`config.mk`:
```
export PLATFORM = sky130hd
export DESIGN_NAME = packet_port_pins
export DESIGN_NICKNAME = d
export VERILOG_FILES = /design/src/core/port_pins_pkg.sv /design/src/core/packet_port_pins.sv
export SDC_FILE = /design/constraint.sdc
export NUM_CORES = 1
export LEC_CHECK = 0
export BUFFER_PORTS_ARGS = -buffer_cell sky130_fd_sc_hd__buf_2
export CAP_MARGIN = 20
export CORE_ASPECT_RATIO = 1.5
export CORE_MARGIN = 3
export CORE_UTILIZATION = 26
export DETAILED_ROUTE_END_ITERATION = 10
export PLACE_DENSITY = 0.45
export SLEW_MARGIN = 20
export SYNTH_ARGS = -nofsm -noshare
export SYNTH_HDL_FRONTEND = slang
export SYNTH_SLANG_ARGS = --single-unit
```
`constraint.sdc`:
```
create_clock -name pclk -period 2.05 [get_ports pclk]
set_clock_uncertainty 0.1 [all_clocks]
set_input_delay 0.205 -clock pclk [delete_from_list [all_inputs] [get_ports pclk]]
set_output_delay 0.205 -clock pclk [all_outputs]
set_load 0.01 [all_outputs]
```
`src/core/port_pins_pkg.sv`:
```
// Constants for one packet port pin block.
// Assumes an APB master on pclk and pins sampled from outside the domain.
package port_pins_pkg;
    localparam int ADDR_W = 8;
    localparam logic [ADDR_W-1:0] OFS_CTRL = 8'h00;
    localparam logic [ADDR_W-1:0] OFS_STATUS = 8'h04;
    localparam logic [ADDR_W-1:0] OFS_IRQ_STATUS = 8'h08;
    localparam logic [ADDR_W-1:0] OFS_IRQ_MASK = 8'h0c;
    localparam logic [ADDR_W-1:0] OFS_TX_DATA = 8'h10;
    localparam logic [ADDR_W-1:0] OFS_RX_DATA = 8'h14;
    localparam logic [3:0] CTRL_RESET = 4'h0;
    localparam int CTRL_W = 4;
    localparam int CTRL_PHY_BIT = 2;
    localparam int CTRL_HDX_BIT = 3;
    localparam int IRQ_W = 7;
    localparam int IRQ_FRAME = 0, IRQ_RXERR = 1, IRQ_FALSE = 2, IRQ_COL = 3;
    localparam int IRQ_TXDONE = 4, IRQ_UNDER = 5, IRQ_OVER = 6;
    localparam int CODE_W = 10;
    localparam int LANES_W = 8;
    localparam int WORD_FLAG_BIT = 16;
    localparam logic [LANES_W-1:0] FALSE_CARRIER = 8'h0e;
    localparam logic [LANES_W-1:0] MASK_MII = 8'h0f, MASK_RMII = 8'h03, MASK_WIDE = 8'hff;
    localparam logic [3:0] WIDTH_MII = 4'h4, WIDTH_RMII = 4'h2, WIDTH_GMII = 4'h8;
    localparam logic [3:0] WIDTH_TBI = 4'ha;
    localparam logic [2:0] BEATS_MII = 3'h2, BEATS_RMII = 3'h4, BEATS_WIDE = 3'h1;
    localparam int SI_RXCLK = 0, SI_REF = 1, SI_BCA = 2, SI_BCB = 3, SI_TXCLK = 4;
    localparam int SI_COL = 5, SI_CRS = 6, SI_VALID = 7, SI_ERR = 8, SI_LANE = 9;
    localparam int SYNC_W = 17;
    typedef enum logic [1:0] {MODE_MII, MODE_RMII, MODE_GMII, MODE_TBI} mode_e;
    typedef enum logic {TX_IDLE, TX_SEND} tx_state_e;
endpackage

```
`src/core/packet_port_pins.sv`:
```
// One packet port: receive sampling, transmit launch, pin roles, APB regs.
// Assumes pclk far faster than the link clocks, which are sampled as data.
//
// The register offsets and the APB interface to the registers were left to the implementer.
`timescale 1ns/1ns
module packet_port_pins #(
    parameter int CLK_HALF = 1
) (
    input  wire logic                             pclk,
    input  wire logic                             presetn,
    input  wire logic [port_pins_pkg::ADDR_W-1:0] paddr,
    input  wire logic                             psel,
    input  wire logic                             penable,
    input  wire logic                             pwrite,
    input  wire logic [31:0]                      pwdata,
    output logic      [31:0]                      prdata,
    output logic                                  pready,
    output logic                                  pslverr,
    output logic                                  irq,
    input  wire logic                             port_rx_clock,
    input  wire logic                             port_reference_clock,
    input  wire logic                             tbi_rx_byte_clock_a,
    input  wire logic                             tbi_rx_byte_clock_b,
    input  wire logic [7:0]                       port_rx_lanes,
    input  wire logic                             port_rx_valid,
    input  wire logic                             port_rx_error,
    input  wire logic                             port_collision_in,
    input  wire logic                             port_carrier_sense_i,
    output logic                                  port_carrier_sense_o,
    output logic                                  port_carrier_sense_oe,
    input  wire logic                             port_tx_clock_i,
    output logic                                  port_tx_clock_o,
    output logic                                  port_tx_clock_oe,
    output logic                                  port_gigabit_tx_clock,
    output logic      [7:0]                       port_tx_lanes,
    output logic                                  port_tx_enable
);
    import port_pins_pkg::*;

    // ==========================================================
    // Helpers
    function automatic logic [3:0] beat_width(input mode_e m);
        case (m)
            MODE_MII:  beat_width = WIDTH_MII;
            MODE_RMII: beat_width = WIDTH_RMII;
            MODE_GMII: beat_width = WIDTH_GMII;
            default:   beat_width = WIDTH_TBI;
        endcase
    endfunction

    function automatic logic [2:0] beats_per_word(input mode_e m);
        case (m)
            MODE_MII:  beats_per_word = BEATS_MII;
            MODE_RMII: beats_per_word = BEATS_RMII;
            default:   beats_per_word = BEATS_WIDE;
        endcase
    endfunction

    function automatic logic [LANES_W-1:0] lane_mask(input mode_e m);
        case (m)
            MODE_MII:  lane_mask = MASK_MII;
            MODE_RMII: lane_mask = MASK_RMII;
            default:   lane_mask = MASK_WIDE;
        endcase
    endfunction

    // ==========================================================
    // Pin synchronisers
    logic [SYNC_W-1:0] pin_raw, s1_q, s2_q, s3_q, lvl_q, rise;
    assign pin_raw = {port_rx_lanes, port_rx_error, port_rx_valid, port_carrier_sense_i,
                      port_collision_in, port_tx_clock_i, tbi_rx_byte_clock_b,
                      tbi_rx_byte_clock_a, port_reference_clock, port_rx_clock};

    genvar gi;
    generate
        for (gi = 0; gi < SYNC_W; gi++) begin : g_sync
            always_ff @(posedge pclk or negedge presetn) begin
                if (!presetn) begin
                    s1_q[gi]  <= 1'b0;
                    s2_q[gi]  <= 1'b0;
                    s3_q[gi]  <= 1'b0;
                    lvl_q[gi] <= 1'b0;
                end else begin
                    s1_q[gi] <= pin_raw[gi];
                    s2_q[gi] <= s1_q[gi];
                    s3_q[gi] <= s2_q[gi];
                    // A change counts only once two stages agree
                    if (s2_q[gi] == s3_q[gi]) begin
                        lvl_q[gi] <= s3_q[gi];
                    end
                end
            end
            assign rise[gi] = s2_q[gi] & s3_q[gi] & ~lvl_q[gi];
        end
    endgenerate

    // ==========================================================
    // Registers
    logic [CTRL_W-1:0] ctrl_q;
    logic [IRQ_W-1:0]  irq_st_q, irq_mask_q, ev;
    logic              pready_q, pslverr_q, irq_q;
    logic [31:0]       prdata_q, rd_d;
    logic              map_d;
    logic [CODE_W-1:0] hold_q, rx_word_q;
    logic              hold_full_q, hold_last_q, rx_avail_q;
    mode_e             mode;
    logic              phy_role, half_dx;

    assign mode     = mode_e'(ctrl_q[1:0]);
    assign phy_role = ctrl_q[CTRL_PHY_BIT];
    assign half_dx  = ctrl_q[CTRL_HDX_BIT];

    logic access, done, wr_done, rd_done;
    assign access  = psel & penable;
    assign done    = access & pready_q;
    assign wr_done = done & pwrite;
    assign rd_done = done & ~pwrite;

    logic tx_active_q, rx_active_q;
    logic [31:0] status_w;
    assign status_w = {26'h0, lvl_q[SI_COL], rx_avail_q, hold_full_q, tx_active_q,
                       rx_active_q, lvl_q[SI_CRS]};

    always_comb begin
        rd_d  = 32'h0;
        map_d = 1'b1;
        if (paddr == OFS_CTRL) begin
            rd_d[CTRL_W-1:0] = ctrl_q;
        end else if (paddr == OFS_STATUS) begin
            rd_d = status_w;
        end else if (paddr == OFS_IRQ_STATUS) begin
            rd_d[IRQ_W-1:0] = irq_st_q;
        end else if (paddr == OFS_IRQ_MASK) begin
            rd_d[IRQ_W-1:0] = irq_mask_q;
        end else if (paddr == OFS_TX_DATA) begin
            rd_d[CODE_W-1:0]      = hold_q;
            rd_d[WORD_FLAG_BIT]   = hold_full_q;
        end else if (paddr == OFS_RX_DATA) begin
            rd_d[CODE_W-1:0]      = rx_word_q;
            rd_d[WORD_FLAG_BIT]   = rx_avail_q;
        end else begin
            map_d = 1'b0;
        end
    end

    // One wait state: answer registered in the first access cycle
    always_ff @(posedge pclk or negedge presetn) begin
        if (!presetn) begin
            pready_q  <= 1'b0;
            pslverr_q <= 1'b0;
            prdata_q  <= 32'h0;
        end else begin
            pready_q  <= access & ~pready_q;
            if (access && !pready_q) begin
                pslverr_q <= ~map_d;
                prdata_q  <= pwrite ? 32'h0 : rd_d;
            end else begin
                pslverr_q <= 1'b0;
            end
        end
    end

    always_ff @(posedge pclk or negedge presetn) begin
        if (!presetn) begin
            ctrl_q     <= CTRL_RESET;
            irq_mask_q <= '0;
        end else if (wr_done && paddr == OFS_CTRL) begin
            ctrl_q <= pwdata[CTRL_W-1:0];
        end else if (wr_done && paddr == OFS_IRQ_MASK) begin
            irq_mask_q <= pwdata[IRQ_W-1:0];
        end
    end

    // Read clears only bits that were returned; new events win
    always_ff @(posedge pclk or negedge presetn) begin
        if (!presetn) begin
            irq_st_q <= '0;
            irq_q    <= 1'b0;
        end else begin
            if (rd_done && paddr == OFS_IRQ_STATUS) begin
                irq_st_q <= (irq_st_q & ~prdata_q[IRQ_W-1:0]) | ev;
            end else begin
                irq_st_q <= irq_st_q | ev;
            end
            irq_q <= |(irq_st_q & irq_mask_q);
        end
    end

    // ==========================================================
    // Own clock generator for GMII/ten-bit and MII PHY emulation
    logic [7:0] div_q;
    logic       gen_q, gen_rise;
    assign gen_rise = ~gen_q && (div_q == 8'(CLK_HALF - 1));
    always_ff @(posedge pclk or negedge presetn) begin
        if (!presetn) begin
            div_q <= 8'h0;
            gen_q <= 1'b0;
        end else if (div_q == 8'(CLK_HALF - 1)) begin
            div_q <= 8'h0;
            gen_q <= ~gen_q;
        end else begin
            div_q <= div_q + 8'h1;
        end
    end

    // ==========================================================
    // Transmit
    logic              tx_edge, tx_take, col_hit;
    tx_state_e         tx_st_q;
    logic [CODE_W-1:0] sh_q;
    logic [2:0]        beats_q;
    logic              last_q;
    always_comb begin
        case (mode)
            MODE_MII:  tx_edge = phy_role ? gen_rise : rise[SI_TXCLK];
            MODE_RMII: tx_edge = rise[SI_REF];
            default:   tx_edge = gen_rise;
        endcase
    end
    // Full duplex is the default; collisions ignored there
    assign col_hit = half_dx && !phy_role && mode != MODE_TBI
                     && tx_active_q && lvl_q[SI_COL];
    assign tx_take = tx_edge && beats_q == 3'h0 && hold_full_q
                     && (tx_st_q == TX_IDLE || !last_q) && !col_hit;

    always_ff @(posedge pclk or negedge presetn) begin
        if (!presetn) begin
            tx_st_q        <= TX_IDLE;
            sh_q           <= '0;
            beats_q        <= 3'h0;
            last_q         <= 1'b0;
            port_tx_lanes  <= 8'h0;
            port_tx_enable <= 1'b0;
            tx_active_q    <= 1'b0;
        end else if (col_hit) begin
            tx_st_q        <= TX_IDLE;
            beats_q        <= 3'h0;
            port_tx_lanes  <= 8'h0;
            port_tx_enable <= 1'b0;
            tx_active_q    <= 1'b0;
        end else if (tx_edge) begin
            case (tx_st_q)
                TX_IDLE: begin
                    if (tx_take) begin
                        port_tx_lanes  <= hold_q[LANES_W-1:0] & lane_mask(mode);
                        // Ten-bit code bit 8 rides on the enable pin
                        port_tx_enable <= (mode == MODE_TBI) ? hold_q[LANES_W] : 1'b1;
                        sh_q           <= hold_q >> beat_width(mode);
                        beats_q        <= beats_per_word(mode) - 3'h1;
                        last_q         <= hold_last_q;
                        tx_st_q        <= TX_SEND;
                        tx_active_q    <= 1'b1;
                    end
                end
                TX_SEND: begin
                    if (beats_q != 3'h0) begin
                        port_tx_lanes <= sh_q[LANES_W-1:0] & lane_mask(mode);
                        sh_q          <= sh_q >> beat_width(mode);
                        beats_q       <= beats_q - 3'h1;
                    end else if (tx_take) begin
                        port_tx_lanes  <= hold_q[LANES_W-1:0] & lane_mask(mode);
                        port_tx_enable <= (mode == MODE_TBI) ? hold_q[LANES_W] : 1'b1;
                        sh_q           <= hold_q >> beat_width(mode);
                        beats_q        <= beats_per_word(mode) - 3'h1;
                        last_q         <= hold_last_q;
                    end else begin
                        // Last beat has had a full period; drop enable now
                        port_tx_lanes  <= 8'h0;
                        port_tx_enable <= 1'b0;
                        tx_st_q        <= TX_IDLE;
                        tx_active_q    <= 1'b0;
                    end
                end
                default: tx_st_q <= TX_IDLE;
            endcase
        end
    end

    // Holding word: writes refused while full
    always_ff @(posedge pclk or negedge presetn) begin
        if (!presetn) begin
            hold_q      <= '0;
            hold_full_q <= 1'b0;
            hold_last_q <= 1'b0;
        end else if (tx_take) begin
            hold_full_q <= 1'b0;
        end else if (wr_done && paddr == OFS_TX_DATA && !hold_full_q) begin
            hold_q      <= pwdata[CODE_W-1:0];
            hold_last_q <= pwdata[WORD_FLAG_BIT];
            hold_full_q <= 1'b1;
        end
    end

    // ==========================================================
    // Receive
    logic              rx_edge, rx_valid_now, rx_word_done;
    logic [CODE_W-1:0] beat_val, acc_q;
    logic [3:0]        pos_q;
    logic [2:0]        cnt_q;
    logic [LANES_W-1:0] lanes_now;
    assign lanes_now = lvl_q[SI_LANE +: LANES_W] & lane_mask(mode);
    always_comb begin
        case (mode)
            MODE_RMII: begin
                rx_edge      = rise[SI_REF];
                rx_valid_now = lvl_q[SI_VALID];
            end
            MODE_TBI: begin
                rx_edge      = rise[SI_BCA] | rise[SI_BCB];
                rx_valid_now = lvl_q[SI_CRS];
            end
            default: begin
                rx_edge      = rise[SI_RXCLK];
                rx_valid_now = lvl_q[SI_VALID];
            end
        endcase
        beat_val = (mode == MODE_TBI) ? {lvl_q[SI_ERR], lvl_q[SI_VALID], lanes_now}
                                      : {2'b00, lanes_now};
    end
    assign rx_word_done = rx_edge && rx_valid_now && cnt_q == beats_per_word(mode) - 3'h1;

    always_ff @(posedge pclk or negedge presetn) begin
        if (!presetn) begin
            acc_q       <= '0;
            pos_q       <= 4'h0;
            cnt_q       <= 3'h0;
            rx_active_q <= 1'b0;
        end else if (rx_edge && rx_valid_now) begin
            rx_active_q <= 1'b1;
            if (rx_word_done) begin
                acc_q <= '0;
                pos_q <= 4'h0;
                cnt_q <= 3'h0;
            end else begin
                acc_q <= acc_q | (beat_val << pos_q);
                pos_q <= pos_q + beat_width(mode);
                cnt_q <= cnt_q + 3'h1;
            end
        end else if (rx_edge) begin
            acc_q       <= '0;
            pos_q       <= 4'h0;
            cnt_q       <= 3'h0;
            rx_active_q <= 1'b0;
        end
    end

    // New word wins over a read clearing the flag
    always_ff @(posedge pclk or negedge presetn) begin
        if (!presetn) begin
            rx_word_q  <= '0;
            rx_avail_q <= 1'b0;
        end else if (rx_word_done) begin
            rx_word_q  <= acc_q | (beat_val << pos_q);
            rx_avail_q <= 1'b1;
        end else if (rd_done && paddr == OFS_RX_DATA) begin
            rx_avail_q <= 1'b0;
        end
    end

    always_comb begin
        ev             = '0;
        ev[IRQ_FRAME]  = rx_edge && !rx_valid_now && rx_active_q;
        ev[IRQ_RXERR]  = rx_edge && rx_valid_now && mode != MODE_TBI
                         && lvl_q[SI_ERR];
        ev[IRQ_FALSE]  = rx_edge && !rx_valid_now && mode != MODE_TBI && lvl_q[SI_ERR]
                         && lanes_now == (FALSE_CARRIER & lane_mask(mode));
        ev[IRQ_COL]    = col_hit;
        ev[IRQ_TXDONE] = tx_edge && tx_st_q == TX_SEND && beats_q == 3'h0
                         && !tx_take && last_q;
        ev[IRQ_UNDER]  = tx_edge && tx_st_q == TX_SEND && beats_q == 3'h0
                         && !tx_take && !last_q;
        ev[IRQ_OVER]   = rx_word_done && rx_avail_q
                         && !(rd_done && paddr == OFS_RX_DATA);
    end

    // ==========================================================
    // Pin roles
    always_ff @(posedge pclk or negedge presetn) begin
        if (!presetn) begin
            port_carrier_sense_o  <= 1'b0;
            port_carrier_sense_oe <= 1'b0;
            port_tx_clock_o       <= 1'b0;
            port_tx_clock_oe      <= 1'b0;
            port_gigabit_tx_clock <= 1'b0;
        end else begin
            port_carrier_sense_oe <= phy_role;
            // Emulated PHY reports either direction busy; ten-bit shows signal present
            port_carrier_sense_o  <= phy_role && (mode == MODE_TBI
                                     || tx_active_q || rx_active_q);
            port_tx_clock_oe      <= phy_role && mode == MODE_MII;
            port_tx_clock_o       <= phy_role && mode == MODE_MII && gen_q;
            port_gigabit_tx_clock <= (mode == MODE_GMII || mode == MODE_TBI) && gen_q;
        end
    end

    assign prdata  = prdata_q;
    assign pready  = pready_q;
    assign pslverr = pslverr_q;
    assign irq     = irq_q;
endmodule // packet_port_pins

```
# Yosys cells after proc, flatten, opt, wreduce, memory -nomap -nowiden
# Index checks and enable logic that the tools add are counted.
# word_totals
elab_cells	367
in_bits	62
regBits	201
# classes
eq_ne	35
add_sub_neg	7
n_shift	4
reduce_logical	66
bitwise	39
muxes	118
# ops
op	n
$mux W8	18
$mux W10	10
$mux W4	18
$mux W3	18
$mux W1	37
$logic_and A1 B1 Y1	36
$and A8 B8 Y8	4
$mux W32	1
$pmux W8 S2	2
$shr A10 B4 Y10	3
$mux W7	3
$pmux W10 S2	1
$eq A1 B1 Y1	17
$eq A8 B4 Y1 const B	2
$eq A8 B5 Y1 const B	2
$logic_not A8 Y1	2
$and A1 B1 Y1	15
$and A7 B7 Y7	2
$or A7 B7 Y7	2
$mux W13	1
$not A1 Y1	13
$pmux W1 S2	6
$pmux W3 S2	2
$pmux W4 S3	1
other kinds (27)	53

# Depth between registers and ports, before layout
# Gate-level depths: netlist of run 1.
# logic_depth
word_depth	19
ltp_mapped	9
ltp_nobuf	7

# Least setup slack after synthesis of run 1
# OpenSTA, ideal clock, no wires.
# synth_timing
kind	register to register
startpoint	register beats_q[0]
endpoint	register sh_q[0]
synth_period_minus_slack_ns	2.188
n_path_buf	0
slack_ns	-0.138
t_arrival_ns	1.963
stages_incl_launch_ff	8
setup_time_ns	0.125
path_cell_list	dfrtp_1 > inv_1 > ha_1 > nand3b_1 > a21oi_1 > nor2_1 > nor3_4 > mux2_2
# synth_between
elab_chain_cells	7
word_cells_on_any_way	11
classes_between	2 x eq/ne; 2 x mux; 7 x reduce/logical
# synth_lines
element	line	source
from (decl)	packet_port_pins.sv:211	logic [2:0] beats_q;
from (signal assigned)	packet_port_pins.sv:249	beats_q <= beats_per_word(mode) - 3'h1;
from (signal assigned)	packet_port_pins.sv:259	beats_q <= beats_q - 3'h1;
from (signal assigned)	packet_port_pins.sv:264	beats_q <= beats_per_word(mode) - 3'h1;
$logic_not A3 Y1	packet_port_pins.sv:223	assign tx_take = tx_edge && beats_q == 3'h0 && hold_full_q
$logic_and A1 B1 Y1 (2 in series)	packet_port_pins.sv:223	
$logic_and A1 B1 Y1 (2 in series)	packet_port_pins.sv:224	&& (tx_st_q == TX_IDLE || !last_q) && !col_hit;
$ne A3 B2 Y1 (no source line) / $ne A2 B2 Y1 (equally long branches)	-	
$reduce_and A4 Y1 (no source line)	-	
to (signal assigned)	packet_port_pins.sv:248	sh_q <= hold_q >> beat_width(mode);
to (signal assigned)	packet_port_pins.sv:258	sh_q <= sh_q >> beat_width(mode);
to (signal assigned)	packet_port_pins.sv:263	sh_q <= hold_q >> beat_width(mode);
to (decl)	packet_port_pins.sv:210	logic [CODE_W-1:0] sh_q;
# Parallel ways exist; a longest one is shown, timed or not.
# A chain may end at the register's enable or synchronous reset.

# Final worst setup path of run 1
# layout_timing
startpoint	register div_q[0]
endpoint	register beats_q[2]
# layout_between
elab_chain_cells	10
word_cells_on_any_way	12
classes_between	2 x eq/ne; 2 x mux; 8 x reduce/logical
# layout_lines
element	line	source
from (decl)	packet_port_pins.sv:191	logic [7:0] div_q;
from (signal assigned)	packet_port_pins.sv:202	div_q <= div_q + 8'h1;
$logic_not A8 Y1 (*)	packet_port_pins.sv:193	assign gen_rise = ~gen_q && (div_q == 8'(CLK_HALF - 1));
$logic_and A1 B1 Y1 (*)	packet_port_pins.sv:193	
$mux W1	packet_port_pins.sv:215	MODE_MII: tx_edge = phy_role ? gen_rise : rise[SI_TXCLK];
$pmux W1 S2 (*)	packet_port_pins.sv:214	case (mode)
$logic_and A1 B1 Y1 (2 in series)	packet_port_pins.sv:223	
$logic_and A1 B1 Y1 (2 in series)	packet_port_pins.sv:224	
$ne A4 B3 Y1 (no source line) / $ne A3 B3 Y1 (equally long branches)	-	
$reduce_and A3 Y1 (no source line) (*)	-	
# Every way passes the cells marked *; elsewhere a longest branch is shown, timed or not.

==> metrics.yaml, run 1 <==
detail-route-antenna-nets: 0
dieArea_um2: 32400
setup_viol: 6
drv_slew: 0
final_cell_mix: "dfrtp_1, buf_4, buf_2, nand2_1, nor2_1"
place_ws_ns: -0.0477
core-area_um2: 29700
netlist_area_um2: 7870
timing.fmax_mhz: 482
fillers: 3025
drive_gt1_frac: 0.315
slowest_stage: "or4_4"
holdWs_ns: 0.0688
syn_to_final_growth_pct: 31.7
antenna_found_initial: 0
start_kind: "register"
dieHeight_um: 219
gp_congestion: 0.845
switching_share: 0.263
io_pins: 111
layout.nets: 928
cts_tree: "yes"
initial_utilization: 0.265
clk_pin_slew_ns: 0.07
wirelength_um: 21900
synth_cells: 666
p_comb_frac: 0.091
drt_first_pass_iters: 5
p_int_mw: 5.82
p_per_area_nw_per_um2: 763
antenna_cells: 0
crit_buf_inv: 2
via_per_inst: 4.57
grt_usage: 0.138
dp_hpwl_um: 16400
rsz0062_at_grt: "yes"
status: "finished with violations"
max_cap_viol_count: 0
worstMarginPinSlew_ns: 0.668
worst_slack_ns: -0.0266
clk_path_buf_depth: 2
switchingPower_mw: 2.08
synth-seq-cells: 179
synth_edf_count: 0
required_ns: 2.32
pwr-share-clk: 0.423
leakage_nw: 4.75
gr-total-overflow: 0
yosysWarnings: 0
critPathMaxFanout: 10
vias: 5765
synthFlopType: "dfrtp_1"
grt_max_degree: 47
row_count: 77
cts_buffers: 17
path_class: "reg -> reg"
die_w_um: 148
final_common_cell: "dfrtp_1"
setup.worst_path.end_class: "register"
cts-root-buf: "clkbuf_16"
cts.sinks: 179
max_slew_margin: 0.551
grt_pass1_wl_um: 33900
finalSetupTns_ns: -0.108
drc: 0
period_share: 1.01
grt_pass1_vias: 6011
violations: "negative setup slack"
seqPwrFrac: 0.487
seq_area_frac_synth: 0.569
cp_top_family: "simple AND/OR/NAND/NOR gates"
critPathArrivalTime_ns: 2.35
peakVddDrop_v: 0.000526
period_minus_slack_ns: 2.08
synthArstFlopShare: 1.00
routedWlPerCell_um: 17.4
first_iter_violations: 285
hold_path.class: "in -> reg"
crit_chain: "inv_1 > ha_1 > nor4b_4 > o2111ai_2 > and2_4 > buf_12 > or4_4 > a21oi_2"
ys_types: 72
htree_levels: 4
clk_latency_ns: 0.45
port_buffers: 68
critPathMaxStageDelay_ns: 0.47
avgSynthCellArea_um2: 11.8
finalHoldViolations: 0
## worst paths after layout
check	startpoint	to	slack (ns)	cells after the start
hold / removal	paddr[4]	pslverr	0.07	4
hold reg to reg	s1_q[6]	s2_q[6]	0.25	0
setup reg to reg	div_q[0]	beats_q[2]	-0.03	8
setup / recovery	div_q[0]	beats_q[2]	-0.03	8
max in group asynchronous	presetn	cnt_q[1]	1.03	3
min in group asynchronous	presetn	port_tx_lanes[0]	0.15	2
## registers in the layout, indices dropped and copies added, names as in the netlist, 10 cells and up
name       flops
lvl_q         17
s1_q          17
prdata        11
hold_q        10
acc_q         10
rx_word_q     10
s2_q          17
s3_q          17
sh_q          10
## power by group through the flow
| stage | clock, mW | combinational, mW | sequential, mW |
|---|---|---|---|
| after floorplan | 0 | 0.367 | 3.87 |
| after global placement | 0 | 0.641 | 3.91 |
| after detailed placement | 0 | 0.646 | 3.92 |
| after CTS | 3.49 | 0.695 | 3.85 |
| after global routing | 3.61 | 0.800 | 3.87 |
| final | 3.34 | 0.715 | 3.85 |
## logic make-up (layout without fill, tap and decap cells)
| logic type | after synthesis | after routing | synth area share |
|---|---|---|---|
| adder cells (fa/ha/maj) | 24 | 24 | 0.0353 |
| AND/OR/NAND/NOR | 176 | 176 | 0.115 |
| flip-flops | 179 | 179 | 0.569 |
| XOR/XNOR | 9 | 9 | 0.0100 |
| other | 1 | 21 | 0.000477 |
| multiplexers | 58 | 58 | 0.0845 |
| AO/OA/AOI/OAI | 151 | 151 | 0.139 |
| buffers and inverters | 68 | 249 | 0.0458 |
## synthesized netlist by cell type, types with 8 or more instances
master	instances	area [um2]
a21oi_1	34	170
mux2i_1	18	180
maj3_1	12	120
nor3_1	11	55.1
xnor2_1	8	70.1
o2bb2ai_1	9	78.8
nor2_1	41	154
ha_1	11	138
buf_4	21	158
nand2_1	50	188
buf_2	8	40.0
o21ai_0	24	120
dfrtp_1	179	4480
a22oi_1	18	135
mux2_2	37	417
a22o_1	14	123
nand2b_1	9	56.3
inv_1	20	75.1
nor2b_1	13	81.3
clkbuf_1	15	56.3
nand3_1	19	95.1
## metal layers
metal / GRT usage / vias up / wire [um]
met5: 0 / - / 0
met4: 0.0601 / 0 / 725
met2: 0.250 / 142 / 11700
met1: 0.154 / 2836 / 8630
li1: - / 2752 / -
met3: 0.0291 / 35 / 861
## per-stage QoR
step | instances | power (mW) | util | instance area, um2
CTS | 1260 | 8.03 | 0.345 | 10200
global route | 1262 | 8.28 | 0.349 | 10400
global placement | 1198 | 4.55 | 0.313 | 9300
finish | 1262 | 7.90 | 0.349 | 10400
floorplan | 686 | 4.24 | - | 7950
detailed placement | 1198 | 4.56 | 0.313 | 9300
## worst min-delay path: cells and delay by family
kind	cells	cell delay [ns]
AO/OA/AOI/OAI	1	0.06
buffers and inverters	2	0.25
AND/OR/NAND/NOR	1	0.06
## final cells by class
cell class	count	area, um2	area share
clock buffers	18	439	0.0424
clock inverters	14	163	0.0157
inverters	21	78.8	0.00761
multi-input cells	439	3220	0.310
flip-flops and latches	179	4480	0.433
well taps	395	494	0.0477
repair buffers	196	1490	0.143
## what timing repair did
item | in CTS | in global routing
endpoints found under the hold margin | 177 | 0
setup endpoints to repair | 28 | 42
setup buffers | 0 | 1
pin swaps | 0 | 6
resized for setup | 6 | 27
hold buffers | 30 | 0
gates cloned | 0 | 1
(Power assumes the default switching activity.)
==> run 2, diff against run 1 <==
--- a/config.mk
+++ b/config.mk
@@ -10,8 +10,10 @@
 export CORE_ASPECT_RATIO = 1.5
 export CORE_MARGIN = 3
 export CORE_UTILIZATION = 26
+export CTS_CLUSTER_DIAMETER = 100
 export DETAILED_ROUTE_END_ITERATION = 10
 export PLACE_DENSITY = 0.45
+export SETUP_SLACK_MARGIN = 0.02
 export SLEW_MARGIN = 20
 export SYNTH_ARGS = -nofsm -noshare
 export SYNTH_HDL_FRONTEND = slang
==> run 2 against run 1 <==
Compared with the run above:
- the run now ends clean
- design area up 1.5%
- worst setup slack better by 0.061 ns
- sequential share of layout area down 0.63 points
- combinational power up 11%
- global-route usage up 0.41 points
- critical path type unchanged
- largest cell class unchanged
==> metrics.yaml, run 2 (synthesis results as in run 1) <==
syn_to_final_growth_pct: 33.6  # was 31.7%
p_per_area_nw_per_um2: 735  # was 763 nW/um2
final_cell_mix: "dfrtp_1, buf_4, buf_2, nand2_1"  # was dfrtp_1, buf_4, buf_2, nand2_1, nor2_1
antenna_found_initial: 0  # unchanged
dieHeight_um: 219  # unchanged
gr-total-overflow: 0  # unchanged
period_minus_slack_ns: 2.02  # was 2.08 ns
port_buffers: 68  # unchanged
finalHoldViolations: 0  # unchanged
clk_pin_slew_ns: 0.07  # about the same
drc: 0  # unchanged
dp_hpwl_um: 16300  # was 16400 um
cts.sinks: 179  # unchanged
grt_max_degree: 59  # was 47
required_ns: 2.31  # was 2.32 ns
drt_first_pass_iters: 4  # was 5
die_w_um: 148  # unchanged
first_iter_violations: 342  # was 285
wirelength_um: 22000  # was 21900 um
drive_gt1_frac: 0.350  # was 0.315
vias: 5767  # was 5765
io_pins: 111  # unchanged
timing.fmax_mhz: 496  # was 482 MHz
final_cell_count_no_fill: 1256  # was 1262
dieArea_um2: 32400  # unchanged
final_common_cell: "dfrtp_1"  # unchanged
reg2reg_to: "beats_q[2]"  # unchanged
regToRegStartpoint: "div_q[0]"  # unchanged
cts-root-buf: "clkbuf_16"  # unchanged
max_slew_margin: 0.607  # was 0.551
critPathArrivalTime_ns: 2.28  # was 2.35 ns
worstMarginPinSlew_ns: 0.586  # was 0.668 ns
worstHoldEndpoint: "pslverr"  # unchanged
hold_path.class: "in -> reg"  # unchanged
peakVddDrop_v: 0.000483  # was 0.000526 V
start_kind: "register"  # unchanged
gp_congestion: 0.815  # was 0.845
setup.worst_path.end_class: "register"  # unchanged
path_class: "reg -> reg"  # unchanged
dp.cells: 1191  # was 1198
setup_viol: 0  # was 6
clk_path_buf_depth: 2  # unchanged
via_per_inst: 4.59  # was 4.57
status: "finished clean"  # was finished with violations
clk_latency_ns: 0.45  # about the same
antenna_cells: 0  # unchanged
hp-start: "paddr[4]"  # unchanged
reg2reg_depth: 8  # unchanged
holdWs_ns: 0.0659  # was 0.0688 ns
grt_pass1_wl_um: 35000  # was 33900 um
max_cap_viol_count: 0  # unchanged
routedWlPerCell_um: 17.5  # was 17.4 um
utilization: 0.354  # was 0.349
core-area_um2: 29700  # unchanged
row_count: 77  # unchanged
initial_utilization: 0.265  # unchanged
regToRegSetupSlack_ns: 0.03  # was -0.03 ns
grt_pass1_vias: 6066  # was 6011
htree_levels: 4  # unchanged
p_total_mw: 7.73  # was 7.90 mW
leakage_nw: 4.73  # was 4.75 nW
critPathMaxFanout: 6  # was 10
hold_depth: 4  # unchanged
grt_usage: 0.142  # was 0.138
detail-route-antenna-nets: 0  # unchanged
cts_tree: "yes"  # unchanged
fillers: 3053  # was 3025
period_share: 0.983  # was 1.01
drv_slew: 0  # unchanged
layout.nets: 922  # was 928
cts_buffers: 17  # unchanged
rsz0062_at_grt: "yes"  # unchanged
-- run 2: how the worst max path moves through the flow --
stage / from / end
finish: div_q[0] / beats_q[2]
global placement: paddr[4] / irq_mask_q[3]
global route: div_q[0] / sh_q[7]
CTS: div_q[0] / beats_q[2]
detailed placement: div_q[0] / beats_q[2]
floorplan: div_q[0] / sh_q[0]
-- run 2: timing repair --
item	4_1_cts	5_1_grt
endpoints found under the hold margin	84	0
cloned	0	1
buffers inserted	3	0
pin swaps	8	18
endpoints found under the setup margin	37	52
gates resized for setup	27	75
hold buffers	30	0
-- run 2: worst max-delay path: stages (launching register included) --
cell and delay [ns]:
dfrtp_1 0.38, inv_1 0.06, ha_2 0.15, nor4b_4 0.21, o2111ai_2 0.18, and2_4 0.20, buf_6 0.13, or4_1 0.39
a21oi_1 0.13
-- run 2: final cells by class --
class | count | area [um2] | share of cell area
Multi-Input combinational cell | 439 | 3460 | 0.329
Inverter | 21 | 78.8 | 0.00750
Clock buffer | 19 | 433 | 0.0412
Clock inverter | 13 | 103 | 0.00976
Timing Repair Buffer | 190 | 1460 | 0.139
Sequential cell | 179 | 4480 | 0.426
Tap cell | 395 | 494 | 0.0470
-- run 2: metal layers --
| metal | track usage | share of wire | routed length [um] |
|---|---|---|---|
| met1 | 0.161 | 0.40 | 8870 |
| met2 | 0.254 | 0.54 | 11900 |
| met3 | 0.0211 | 0.026 | 583 |
| met4 | 0.0770 | 0.030 | 658 |
| met5 | 0 | 0 | 0 |
-- run 2: per-stage QoR --
| step | area (um2) | setup TNS, ns | setup WS, ns |
|---|---|---|---|
| 2_1_floorplan | 7980 | -0.328 | -0.0655 |
| 3_3_place_gp | 9270 | -0.943 | -0.0657 |
| 3_5_place_dp | 9270 | -1.37 | -0.0942 |
| 4_1_cts | 10200 | -0.0243 | -0.0182 |
| 5_1_grt | 10500 | -0.950 | -0.0708 |
| 6_report | 10500 | 0 | 0.0348 |
-- run 2: where the power goes --
part           switching [mW]  total [mW]  internal, mW  leakage [nW]
Sequential              0.161        3.88          3.72          2.27
Clock                    1.48        3.05          1.57         0.249
Combinational           0.412       0.795         0.383          2.21
Total                    2.06        7.73          5.67          4.73
